## config.mk

```make
export PLATFORM = sky130hd
export DESIGN_NAME = uir_regs
export DESIGN_NICKNAME = d
export VERILOG_FILES = /design/src/uir_pkg.sv /design/src/uir_ep_slot.sv /design/src/uir_regs.sv
export SDC_FILE = /design/constraint.sdc
export NUM_CORES = 1
export LEC_CHECK = 0
export BUFFER_PORTS_ARGS = -buffer_cell sky130_fd_sc_hd__buf_2
export CORE_ASPECT_RATIO = 2
export CORE_UTILIZATION = 32
export DETAILED_ROUTE_END_ITERATION = 10
export PLACE_DENSITY_LB_ADDON = 0.12
export RECOVER_POWER = 100
export SLEW_MARGIN = 25
export SYNTH_ARGS = -nofsm -noshare
export SYNTH_HDL_FRONTEND = slang
export SYNTH_SLANG_ARGS = --single-unit
```

## constraint.sdc

```tcl
create_clock -name i_clk_sys -period 1.89 [get_ports i_clk_sys]
set_clock_uncertainty 0.2 [all_clocks]
set_input_delay 0.2835 -clock i_clk_sys [delete_from_list [all_inputs] [get_ports i_clk_sys]]
set_output_delay 0.2835 -clock i_clk_sys [all_outputs]
set_load 0.03 [all_outputs]
```

## src/uir_pkg.sv

```systemverilog
/*
  package for the usb interrupt-enable, address and endpoint-index register slice.
  assumes an 8-bit special function register bus with byte addresses.
*/
package uir_pkg;
  localparam int          UIR_NUM_EP         = 7;
  localparam logic [7:0]  UIR_OFS_IRQ_EN     = 8'hBE;
  localparam logic [7:0]  UIR_OFS_DEV_ADDR   = 8'hC6;
  localparam logic [7:0]  UIR_OFS_EP_INDEX   = 8'hC7;
  localparam logic [7:0]  UIR_OFS_EP_CONFIG  = 8'hD4;
  localparam logic [7:0]  UIR_RST_IRQ_EN     = 8'h10;
  localparam logic [7:0]  UIR_RST_EP_INDEX   = 8'h00;
  localparam logic [7:0]  UIR_MASK_IRQ_EN    = 8'h39;
  localparam logic [7:0]  UIR_MASK_EP_INDEX  = 8'h0F;
  localparam int          UIR_BIT_WAKE_EN    = 5;
  localparam int          UIR_BIT_EOR_EN     = 4;
  localparam int          UIR_BIT_SOF_EN     = 3;
  localparam int          UIR_BIT_SUSP_EN    = 0;
  localparam int          UIR_BIT_FUNC_EN    = 7;
  localparam int          UIR_BIT_EP_EN      = 7;
  localparam int          UIR_BIT_NAK_IEN    = 6;
  localparam int          UIR_BIT_NAK_OUT    = 5;
  localparam int          UIR_BIT_NAK_IN     = 4;
endpackage

```

## src/uir_ep_slot.sv

```systemverilog
/*
  one endpoint's enable, nak interrupt enable and nak flags.
  assumes the parent decodes index and strobes; clock enable gates all state.
*/
`timescale 1ns/100ps
module uir_ep_slot
  import uir_pkg::*;
#(
  parameter bit IS_EP0 = 1'b0
) (
  input  wire logic       i_clk_sys,
  input  wire logic       i_rstn,
  input  wire logic       i_ce,
  input  wire logic       i_bus_reset,
  input  wire logic       i_wr,
  input  wire logic [7:0] i_wdata,
  input  wire logic       i_nak_in_evt,
  input  wire logic       i_nak_out_evt,
  output logic            o_ep_en,
  output logic            o_nak_ien,
  output logic            o_nak_in,
  output logic            o_nak_out
);

  typedef struct packed {
    logic ep_en;
    logic nak_ien;
    logic nak_in;
    logic nak_out;
  } uir_slot_type;

  uir_slot_type st_r;
  uir_slot_type st_nxt;

  always_comb begin
    st_nxt = st_r;
    if (i_wr) begin
      st_nxt.ep_en   = i_wdata[UIR_BIT_EP_EN];
      st_nxt.nak_ien = i_wdata[UIR_BIT_NAK_IEN];
      // software clears a flag by writing zero; a new event still wins
      if (!i_wdata[UIR_BIT_NAK_IN])
        st_nxt.nak_in = 1'b0;
      if (!i_wdata[UIR_BIT_NAK_OUT])
        st_nxt.nak_out = 1'b0;
    end
    if (i_nak_in_evt)
      st_nxt.nak_in = 1'b1;
    if (i_nak_out_evt)
      st_nxt.nak_out = 1'b1;
    if (i_bus_reset) begin
      st_nxt         = '0;
      st_nxt.ep_en   = IS_EP0;
    end
  end

  always_ff @(posedge i_clk_sys or negedge i_rstn) begin
    if (!i_rstn) begin
      st_r       <= '0;
      st_r.ep_en <= IS_EP0;
    end else if (i_ce) begin
      st_r <= st_nxt;
    end
  end

  assign o_ep_en   = st_r.ep_en;
  assign o_nak_ien = st_r.nak_ien;
  assign o_nak_in  = st_r.nak_in;
  assign o_nak_out = st_r.nak_out;

endmodule // uir_ep_slot

```

## src/uir_regs.sv

```systemverilog
/*
  usb interrupt enable, device address, endpoint index and indexed endpoint
  control registers, with the usb interrupt request built from them. each of
  the seven endpoints keeps its own enable, nak interrupt enable and nak
  flags in a slot module; the index register picks which slot the cpu sees.
  assumes a same-clock sfr bus (one-cycle write strobe, combinational read)
  and event pulses from the usb engine on the same clock, so no input passes
  a synchroniser. the global event flags live outside this slice and arrive
  as levels; the bus reset pulse comes from the usb engine on this clock too.
  a low clock enable freezes every register here and in the slots.
*/
// Behaviour
// - wake-up enable gates wake-up interrupt request
// - end-of-reset enable resets set, gates interrupt
// - frame-start enable gates start-of-frame interrupt
// - suspend enable gates suspend interrupt request
// - reserved bits read back as zero
// - interrupt enable register resets to 0x10
// - address bit 7 enables the usb function
// - address field zero after reset, bus reset
// - endpoint select routes indexed register access
// - endpoint index register resets to zero
// - endpoint control bit 7 enables endpoint
// - endpoint zero enabled after every reset
// - nak interrupt enable gates both nak flags
// - event flags request interrupt only when enabled
// - nak-out flag set when out is naked
`timescale 1ns/100ps
module uir_regs
  import uir_pkg::*;
#(
  parameter int NUM_EP = UIR_NUM_EP
) (
  input  wire logic              i_clk_sys,
  input  wire logic              i_rstn,
  input  wire logic              i_ce,
  input  wire logic              i_bus_reset,
  input  wire logic [7:0]        i_sfr_addr,
  input  wire logic              i_sfr_wr,
  input  wire logic [7:0]        i_sfr_wdata,
  input  wire logic              i_sfr_rd,
  output logic      [7:0]        o_sfr_rdata,
  output logic                   o_sfr_hit,
  input  wire logic              i_wake_cpu_flag,
  input  wire logic              i_end_of_reset_flag,
  input  wire logic              i_frame_start_flag,
  input  wire logic              i_suspend_flag,
  input  wire logic [NUM_EP-1:0] i_nak_in_evt,
  input  wire logic [NUM_EP-1:0] i_nak_out_evt,
  output logic                   o_function_enable,
  output logic      [6:0]        o_device_address_field,
  output logic      [NUM_EP-1:0] o_endpoint_enable,
  output logic      [NUM_EP-1:0] o_nak_in_sent_flag,
  output logic      [NUM_EP-1:0] o_nak_out_sent_flag,
  output logic                   o_usb_irq
);

  //****************************************************************
  // register state
  //****************************************************************
  typedef struct packed {
    logic [7:0] irq_en;
    logic [7:0] dev_addr;
    logic [7:0] ep_index;
  } uir_regs_type;

  uir_regs_type st_r;
  uir_regs_type st_nxt;

  logic [NUM_EP-1:0] ep_wr;
  logic [NUM_EP-1:0] ep_en;
  logic [NUM_EP-1:0] nak_ien;
  logic [NUM_EP-1:0] nak_in;
  logic [NUM_EP-1:0] nak_out;
  logic [3:0]        sel;

  assign sel = st_r.ep_index[3:0];

  //****************************************************************
  // address decode
  //****************************************************************
  // a selector of seven or more points at no endpoint copy; the slot write
  // strobes and the read mux must agree on that, so both ask this function
  function automatic logic uir_sel_valid(input logic [3:0] s);
    uir_sel_valid = (s < 4'(NUM_EP));
  endfunction

  logic wr_irq_en;
  logic wr_dev_addr;
  logic wr_ep_index;
  logic wr_ep_cfg;

  assign wr_irq_en   = i_sfr_wr && (i_sfr_addr == UIR_OFS_IRQ_EN);
  assign wr_dev_addr = i_sfr_wr && (i_sfr_addr == UIR_OFS_DEV_ADDR);
  assign wr_ep_index = i_sfr_wr && (i_sfr_addr == UIR_OFS_EP_INDEX);
  // a write to a missing endpoint reaches no slot and is simply lost
  assign wr_ep_cfg   = i_sfr_wr && (i_sfr_addr == UIR_OFS_EP_CONFIG) && uir_sel_valid(sel);

  //****************************************************************
  // register write path
  //****************************************************************
  always_comb begin
    st_nxt = st_r;
    if (wr_irq_en)
      st_nxt.irq_en = i_sfr_wdata & UIR_MASK_IRQ_EN;
    if (wr_dev_addr)
      st_nxt.dev_addr = i_sfr_wdata;
    if (wr_ep_index)
      st_nxt.ep_index = i_sfr_wdata & UIR_MASK_EP_INDEX;
    // bus reset only returns the address field to zero here; the interrupt and function enables stay as set
    if (i_bus_reset)
      st_nxt.dev_addr[6:0] = 7'h00;
  end

  always_ff @(posedge i_clk_sys or negedge i_rstn) begin
    if (!i_rstn) begin
      st_r.irq_en   <= UIR_RST_IRQ_EN;
      // both address fields come up zero, so no package constant is needed
      st_r.dev_addr <= 8'h00;
      st_r.ep_index <= UIR_RST_EP_INDEX;
    end else if (i_ce) begin
      st_r <= st_nxt;
    end
  end

  //****************************************************************
  // per-endpoint control copies
  //****************************************************************
  genvar g;
  generate
    for (g = 0; g < NUM_EP; g++) begin : g_ep
      // each slot sees only its own strobe, so the other copies hold
      assign ep_wr[g] = wr_ep_cfg && (sel == 4'(g));
      uir_ep_slot #(
        .IS_EP0 (g == 0)
      ) u_slot (
        .i_clk_sys     (i_clk_sys),
        .i_rstn        (i_rstn),
        .i_ce          (i_ce),
        .i_bus_reset   (i_bus_reset),
        .i_wr          (ep_wr[g]),
        .i_wdata       (i_sfr_wdata),
        .i_nak_in_evt  (i_nak_in_evt[g]),
        .i_nak_out_evt (i_nak_out_evt[g]),
        .o_ep_en       (ep_en[g]),
        .o_nak_ien     (nak_ien[g]),
        .o_nak_in      (nak_in[g]),
        .o_nak_out     (nak_out[g])
      );
    end
  endgenerate

  //****************************************************************
  // selected endpoint view
  //****************************************************************
  // bits 3 to 0 of the endpoint control byte belong to logic outside this
  // slice, so they read as zero here
  logic [7:0] ep_cfg_rd;

  always_comb begin
    ep_cfg_rd = 8'h00;
    if (uir_sel_valid(sel)) begin
      ep_cfg_rd[UIR_BIT_EP_EN]   = ep_en[sel[2:0]];
      ep_cfg_rd[UIR_BIT_NAK_IEN] = nak_ien[sel[2:0]];
      ep_cfg_rd[UIR_BIT_NAK_OUT] = nak_out[sel[2:0]];
      ep_cfg_rd[UIR_BIT_NAK_IN]  = nak_in[sel[2:0]];
    end
  end

  //****************************************************************
  // read mux
  //****************************************************************
  // read data is combinational so the cpu takes it in the access cycle
  always_comb begin
    o_sfr_rdata = 8'h00;
    o_sfr_hit   = 1'b1;
    case (i_sfr_addr)
      UIR_OFS_IRQ_EN:    o_sfr_rdata = st_r.irq_en & UIR_MASK_IRQ_EN;
      UIR_OFS_DEV_ADDR:  o_sfr_rdata = st_r.dev_addr;
      UIR_OFS_EP_INDEX:  o_sfr_rdata = st_r.ep_index & UIR_MASK_EP_INDEX;
      UIR_OFS_EP_CONFIG: o_sfr_rdata = ep_cfg_rd;
      default:          o_sfr_hit = 1'b0;
    endcase
    if (!i_sfr_rd)
      o_sfr_rdata = 8'h00;
  end

  //****************************************************************
  // interrupt request
  //****************************************************************
  // the global flags are kept in a status register outside this slice and
  // arrive as levels, so the request stays up until software clears a flag
  // or its enable; it is not a pulse and needs no edge detector
  logic              irq_wake;
  logic              irq_eor;
  logic              irq_sof;
  logic              irq_susp;
  logic              irq_nak;
  logic [NUM_EP-1:0] nak_pend;

  assign irq_wake = i_wake_cpu_flag     && st_r.irq_en[UIR_BIT_WAKE_EN];
  assign irq_eor  = i_end_of_reset_flag && st_r.irq_en[UIR_BIT_EOR_EN];
  assign irq_sof  = i_frame_start_flag  && st_r.irq_en[UIR_BIT_SOF_EN];
  assign irq_susp = i_suspend_flag      && st_r.irq_en[UIR_BIT_SUSP_EN];

  // one enable per endpoint covers both directions of nak report
  assign nak_pend = nak_ien & (nak_in | nak_out);
  assign irq_nak  = |nak_pend;

  always_comb begin
    o_usb_irq = irq_wake || irq_eor || irq_sof || irq_susp || irq_nak;
  end

  //****************************************************************
  // outputs
  //****************************************************************
  assign o_function_enable      = st_r.dev_addr[UIR_BIT_FUNC_EN];
  assign o_device_address_field = st_r.dev_addr[6:0];
  assign o_endpoint_enable      = ep_en;
  assign o_nak_in_sent_flag     = nak_in;
  assign o_nak_out_sent_flag    = nak_out;

endmodule // uir_regs

```

After elaboration in Yosys (flattened, before gate mapping):

Cells that the tools add are included.

* register bits after elaboration: 44
* output and inout port bits: 39
* logic and storage cells: 174

* order comparisons: 2
* eq/ne operators: 24
* mux-type cells: 44
* bitwise logic cells: 2
* reduce and logical (&&, ||, !) cells: 70

Operators by type and width (number)
* 4-bit two-way mux: 15
* 3-bit by 2-bit != test with 1-bit output, second input constant: 14
* 3-bit AND reduction: 14
* 3-bit nonzero test: 14
* 8-bit equality test, second input constant: 4
* 8-bit one-hot mux with 4 select lines: 1
* 2-bit AND reduction: 11
* 1-bit two-way mux: 21
* 1-bit logical AND: 16
* 2-bit nonzero test: 8
* 7-bit two-way mux: 2
* 1-bit binary-select mux with 3-bit select: 4
* 4-bit by 3-bit equality test with 1-bit output, second input constant: 3
* 4-bit by 2-bit equality test with 1-bit output, second input constant: 2
* 8-bit two-way mux: 1
* 7-bit AND: 1
* 7-bit OR: 1
* 7-bit OR reduction: 1
* 4-bit by 1-bit equality test with 1-bit output, second input constant: 1
* 4-bit zero test: 1
* 1-bit logical OR: 4
* 3-bit by 4-bit less-than comparator with 1-bit output, second input constant: 1
* 4-bit by 3-bit less-than comparator with 1-bit output, second input constant: 1
* 4-bit OR reduction: 1

Longest topological paths before layout:

* depth in word-level cells: 7
* mapped depth: 6

By module:

From an unflattened synthesis, not the netlist that was laid out.

* cells, all modules: 307
* area total of the unflattened synthesis: 3007.9 µm²

By module, submodules not included
* uir_regs: instances 1, cells an instance 166, area each 1511.4 µm²
* uir_ep_slot at g_ep[1].u_slot ...: instances 6, cells an instance 20, area each 214.0 µm²
* uir_ep_slot at g_ep[0].u_slot: instances 1, cells an instance 21, area each 212.7 µm²

Worst setup path after synthesis:

Ideal clock, no wire load.

* kind: input-to-output
* from: in i_sfr_addr[0]
* to: out o_sfr_rdata[6]
* arrival: 1.641 ns
* slack: -0.234 ns
* stages: 5
* buffers on the path: 1
* cells stage by stage: buf_2 nor4b_4 and4_1 o211ai_1 o21ai_0

* cells in the longest elaborated chain, start to end: 3
* elaborated cells between the ends (all ways): 6
* classes of those cells: 4 x eq/ne; 2 x mux

Ends and longest elaborated chain
* start: declaration: line uir_regs.sv:38 `input wire logic [7:0] i_sfr_addr,`
* 8-bit equality test: line uir_regs.sv:177 `case (i_sfr_addr)`
* 8-bit one-hot mux with 4 select lines *: line uir_regs.sv:177
* 8-bit two-way mux *: line uir_regs.sv:184 `if (!i_sfr_rd)`
* end: declaration: line uir_regs.sv:42 `output logic [7:0] o_sfr_rdata,`

Mark *: on every way between the ends. The rest lies on a longest branch, timed or not.

Worst setup path after layout:

* from: reg st_r (netlist bit sel[0])
* to: out o_sfr_rdata[6]

* cells in the longest elaborated chain, start to end: 5
* elaborated cells between the ends (all ways): 6
* classes of those cells: 1 x order compare; 5 x mux

Ends and longest elaborated chain
* start: declaration: line uir_regs.sv:67 `uir_regs_type st_r;`
* start signal: assignment: line uir_regs.sv:122 `st_r <= st_nxt;`
* 1-bit binary-select mux with 3-bit select: line uir_regs.sv:164 `ep_cfg_rd[UIR_BIT_NAK_IEN] = nak_ien[sel[2:0]];`
* 1-bit two-way mux (implied by the code): line uir_regs.sv:164
* 4-bit two-way mux *: line uir_regs.sv:162 `if (uir_sel_valid(sel)) begin`
* 8-bit one-hot mux with 4 select lines *: line uir_regs.sv:177
* 8-bit two-way mux *: line uir_regs.sv:184

Mark *: on every way between the ends. The rest lies on a longest branch, timed or not. The select of a mux whose other input is x is not followed.

==> results.cfg <==
[yosys]
syn_inst = 318
syn_area_per_cell_um2 = 9.31
synth.most_common_cell = dfrtp_1
yosysUniqueCellTypes = 46
synth_seq_area_share_pct = 37.3
synth_edf_count = 0
async_flop_share_pct = 100
yosysWarnings = 0
synth_nets = 358
synth_flop_cell = dfrtp_1
netlist_area_um2 = 2960
synth.top_cells.by_count = 42 x dfrtp_1, 28 x buf_4, 22 x o21ai_0
synth_top_area_cell = dfrtp_1
synth_top_cell_area_share_pct = 35.5
synth.area.top_cells = dfrtp_1 36%, buf_4 7.1%, mux2i_1 7.1%
ys_ff_latch = 44

[pwr]
p_seq_share_pct = 40.2
p_int_mw = 1.88
p_switching_mw = 0.947
irDropWorstVdd_v = 0.000386
cellLeakagePower_nw = 1.85
power.density_nw_per_um2 = 690
switching_share_pct = 33.5
clockPowerShare_pct = 32.1
combPwrFrac_pct = 27.8

[min_path]
hp-start = i_nak_in_evt[4]
min_path_type = input port to flop

[timing]
setup_violations = 10
finalSetupTns_ns = -2.25
timing.final.crit_share_pct = 119
final.min_clock_period_ns = 2.25
setup_slack_ns = -0.357
fmax_mhz = 445
max-slew-margin-rel_pct = 21.8
rsz0062_at_grt = true
finalHoldViolations = 0
drv_slew = 0
worst_pin_slew_ns = 1.17

[floorplanning]
ios = 79
rows = 49
core_um2 = 8950
dieArea_um2 = 9660
dieHeight_um = 138
die_x_um = 70.0
start_util_pct = 33.1

[global_route]
grt_usage_pct = 20.9
grt_max_degree = 45
grt_use_met3_pct = 3.20
gr-usage-met2_pct = 40.1
grt_overflow_total = 0
busiest_layer = met2
grt_pass1_vias = 2931
grt_use_met1_pct = 22.0
antenna_found_initial = 0
grt_pass1_wl_mm = 15.4

[critical_path]
crit_path_end = o_sfr_rdata[6]
cp_data_required_time_ns = 1.41
cp_max_fo = 4
crit_path_end_kind = output pin
r2r_end = g_ep[0].u_slot.o_nak_in$_DFFE_PN0P_
critPathLaunchType = flop
rr_worst_depth = 6
rrSetupSlack_ns = -0.07
arrival_ns = 1.76
crit_type = flop to output pin
cp-startpoint = sel[0]$_DFFE_PN0P_
reg2reg_from = sel[0]$_DFFE_PN0P_

[cts]
clockRootBuffer = clkbuf_16
clock_path_buffers = 2
clk_transition_reported_paths_ns = 0.06
cts.htree.levels = 2
clk_latency_ns = 0.29
cts_sinks = 44
cts_tree = done
numCtsBuffers = 5

[routing]
drc = 0
routedWlPerCell_um = 18.6
finalWirelength_mm = 9.78
drtAntennaViolNets = 0
drtIter0Drc = 100
num_vias = 2802
routed_via_density = 5.34
drt_first_pass_iters = 4

[placed_design]
dp_slack_ns = -0.372
dp_hpwl_mm = 7.54
place_inst = 506
port_buffers = 78
gp_congestion = 0.902

[layout]
fin_cells = 525
layout-drive-gt1-share_pct = 41.6
final_util_pct = 45.9
area_delta_synth_final_pct = 38.8
fin_nets = 462
antenna_cells = 0

[job]
cap_violations = 0

[status]
violations = setup timing
outcome = complete, but fails checks
-- how the worst min path moves through the flow --
stage | endpoint | slack, ns | cells after the start
5_1_grt | g_ep[2].u_slot.o_nak_in$_DFFE_PN0P_ | 0.03 | 3
4_1_cts | g_ep[4].u_slot.o_nak_in$_DFFE_PN0P_ | 0.02 | 3
2_1_floorplan | g_ep[0].u_slot.o_nak_ien$_DFFE_PN0P_ | -0.21 | 0
3_5_place_dp | g_ep[1].u_slot.o_ep_en$_DFFE_PN0P_ | 0.09 | 2
6_report | g_ep[4].u_slot.o_nak_in$_DFFE_PN0P_ | 0.02 | 3
3_3_place_gp | g_ep[1].u_slot.o_ep_en$_DFFE_PN0P_ | 0.08 | 2
-- layout by cell type (no fill, tap or decap), drive strengths merged, types with 8 or more instances in the layout --
cell,count
o21ai,22
mux2i,21
inv,21
nand4,11
buf,107
clkbuf,42
a21oi,17
o22ai,13
nand2b,12
nand3b,9
dfrtp,42
nand2,20
mux2,11
nor2,8
-- sequential cells by signal (all words and copies together) (netlist names) --
register	flops
g_ep.u_slot.o_nak_ien	7
o_device_address_field	7
g_ep.u_slot.o_ep_en	7
st_r	4
g_ep.u_slot.o_nak_in	7
g_ep.u_slot.o_nak_out	7
sel	4
o_function_enable	1
-- metal layers --
layer / vias to the layer above / routed length [µm]
li1: 1348 / -
met1: 1376 / 3560
met2: 59 / 5570
met3: 19 / 294
met4: 0 / 353
met5: - / 0
-- power groups by stage --
stage	sequential, mW	clock (mW)	combinational [mW]
after floorplan	1.12	0	0.507
after global placement	1.15	0	0.718
after detailed placement	1.15	0	0.726
after CTS	1.14	0.926	0.777
after global routing	1.15	0.957	0.858
final	1.14	0.908	0.786
-- final cells by class --
cell class	instances	area [µm²]
Timing Repair Buffer	144	968
Fill cell	909	4840
Tap cell	102	128
Clock buffer	6	139
Multi-Input combinational cell	206	1680
Clock inverter	2	10.0
Inverter	21	78.8
Sequential cell	44	1110
-- metrics by stage --
step           hold slack (ns)  power [mW]  cell area, µm²
2_1_floorplan           -0.212        1.63            3010
3_3_place_gp            0.0848        1.87            3640
3_5_place_dp            0.0883        1.88            3640
4_1_cts                 0.0192        2.84            3990
5_1_grt                 0.0268        2.97            4110
6_report                0.0203        2.83            4110
-- kinds of logic (layout without fill, tap and decap cells) --
family	after synthesis	count (layout)	share of synthesized area (%)
buffers and inverters	68	173	12.6
muxes	34	34	12.8
AOI/OAI and AO/OA	79	79	17.1
and+or+nand+nor	93	93	20.2
DFF	44	44	37.3
-- what timing repair did --
action,in CTS,in global routing
endpoints found under the hold margin,42,0
hold buffers,1,0
cloned,0,0
pin swaps,18,29
endpoints found under the setup margin,28,29
setup buffers,6,4
gates resized for setup,47,41
-- worst max-delay path, stage by stage, from the launching register on --
cell and delay [ns]:
dfrtp_2 0.38, buf_6 0.13, mux4_2 0.50, o211ai_1 0.22, o21ai_2 0.10, buf_6 0.15
Note: power is estimated with default switching activity, not from simulation.
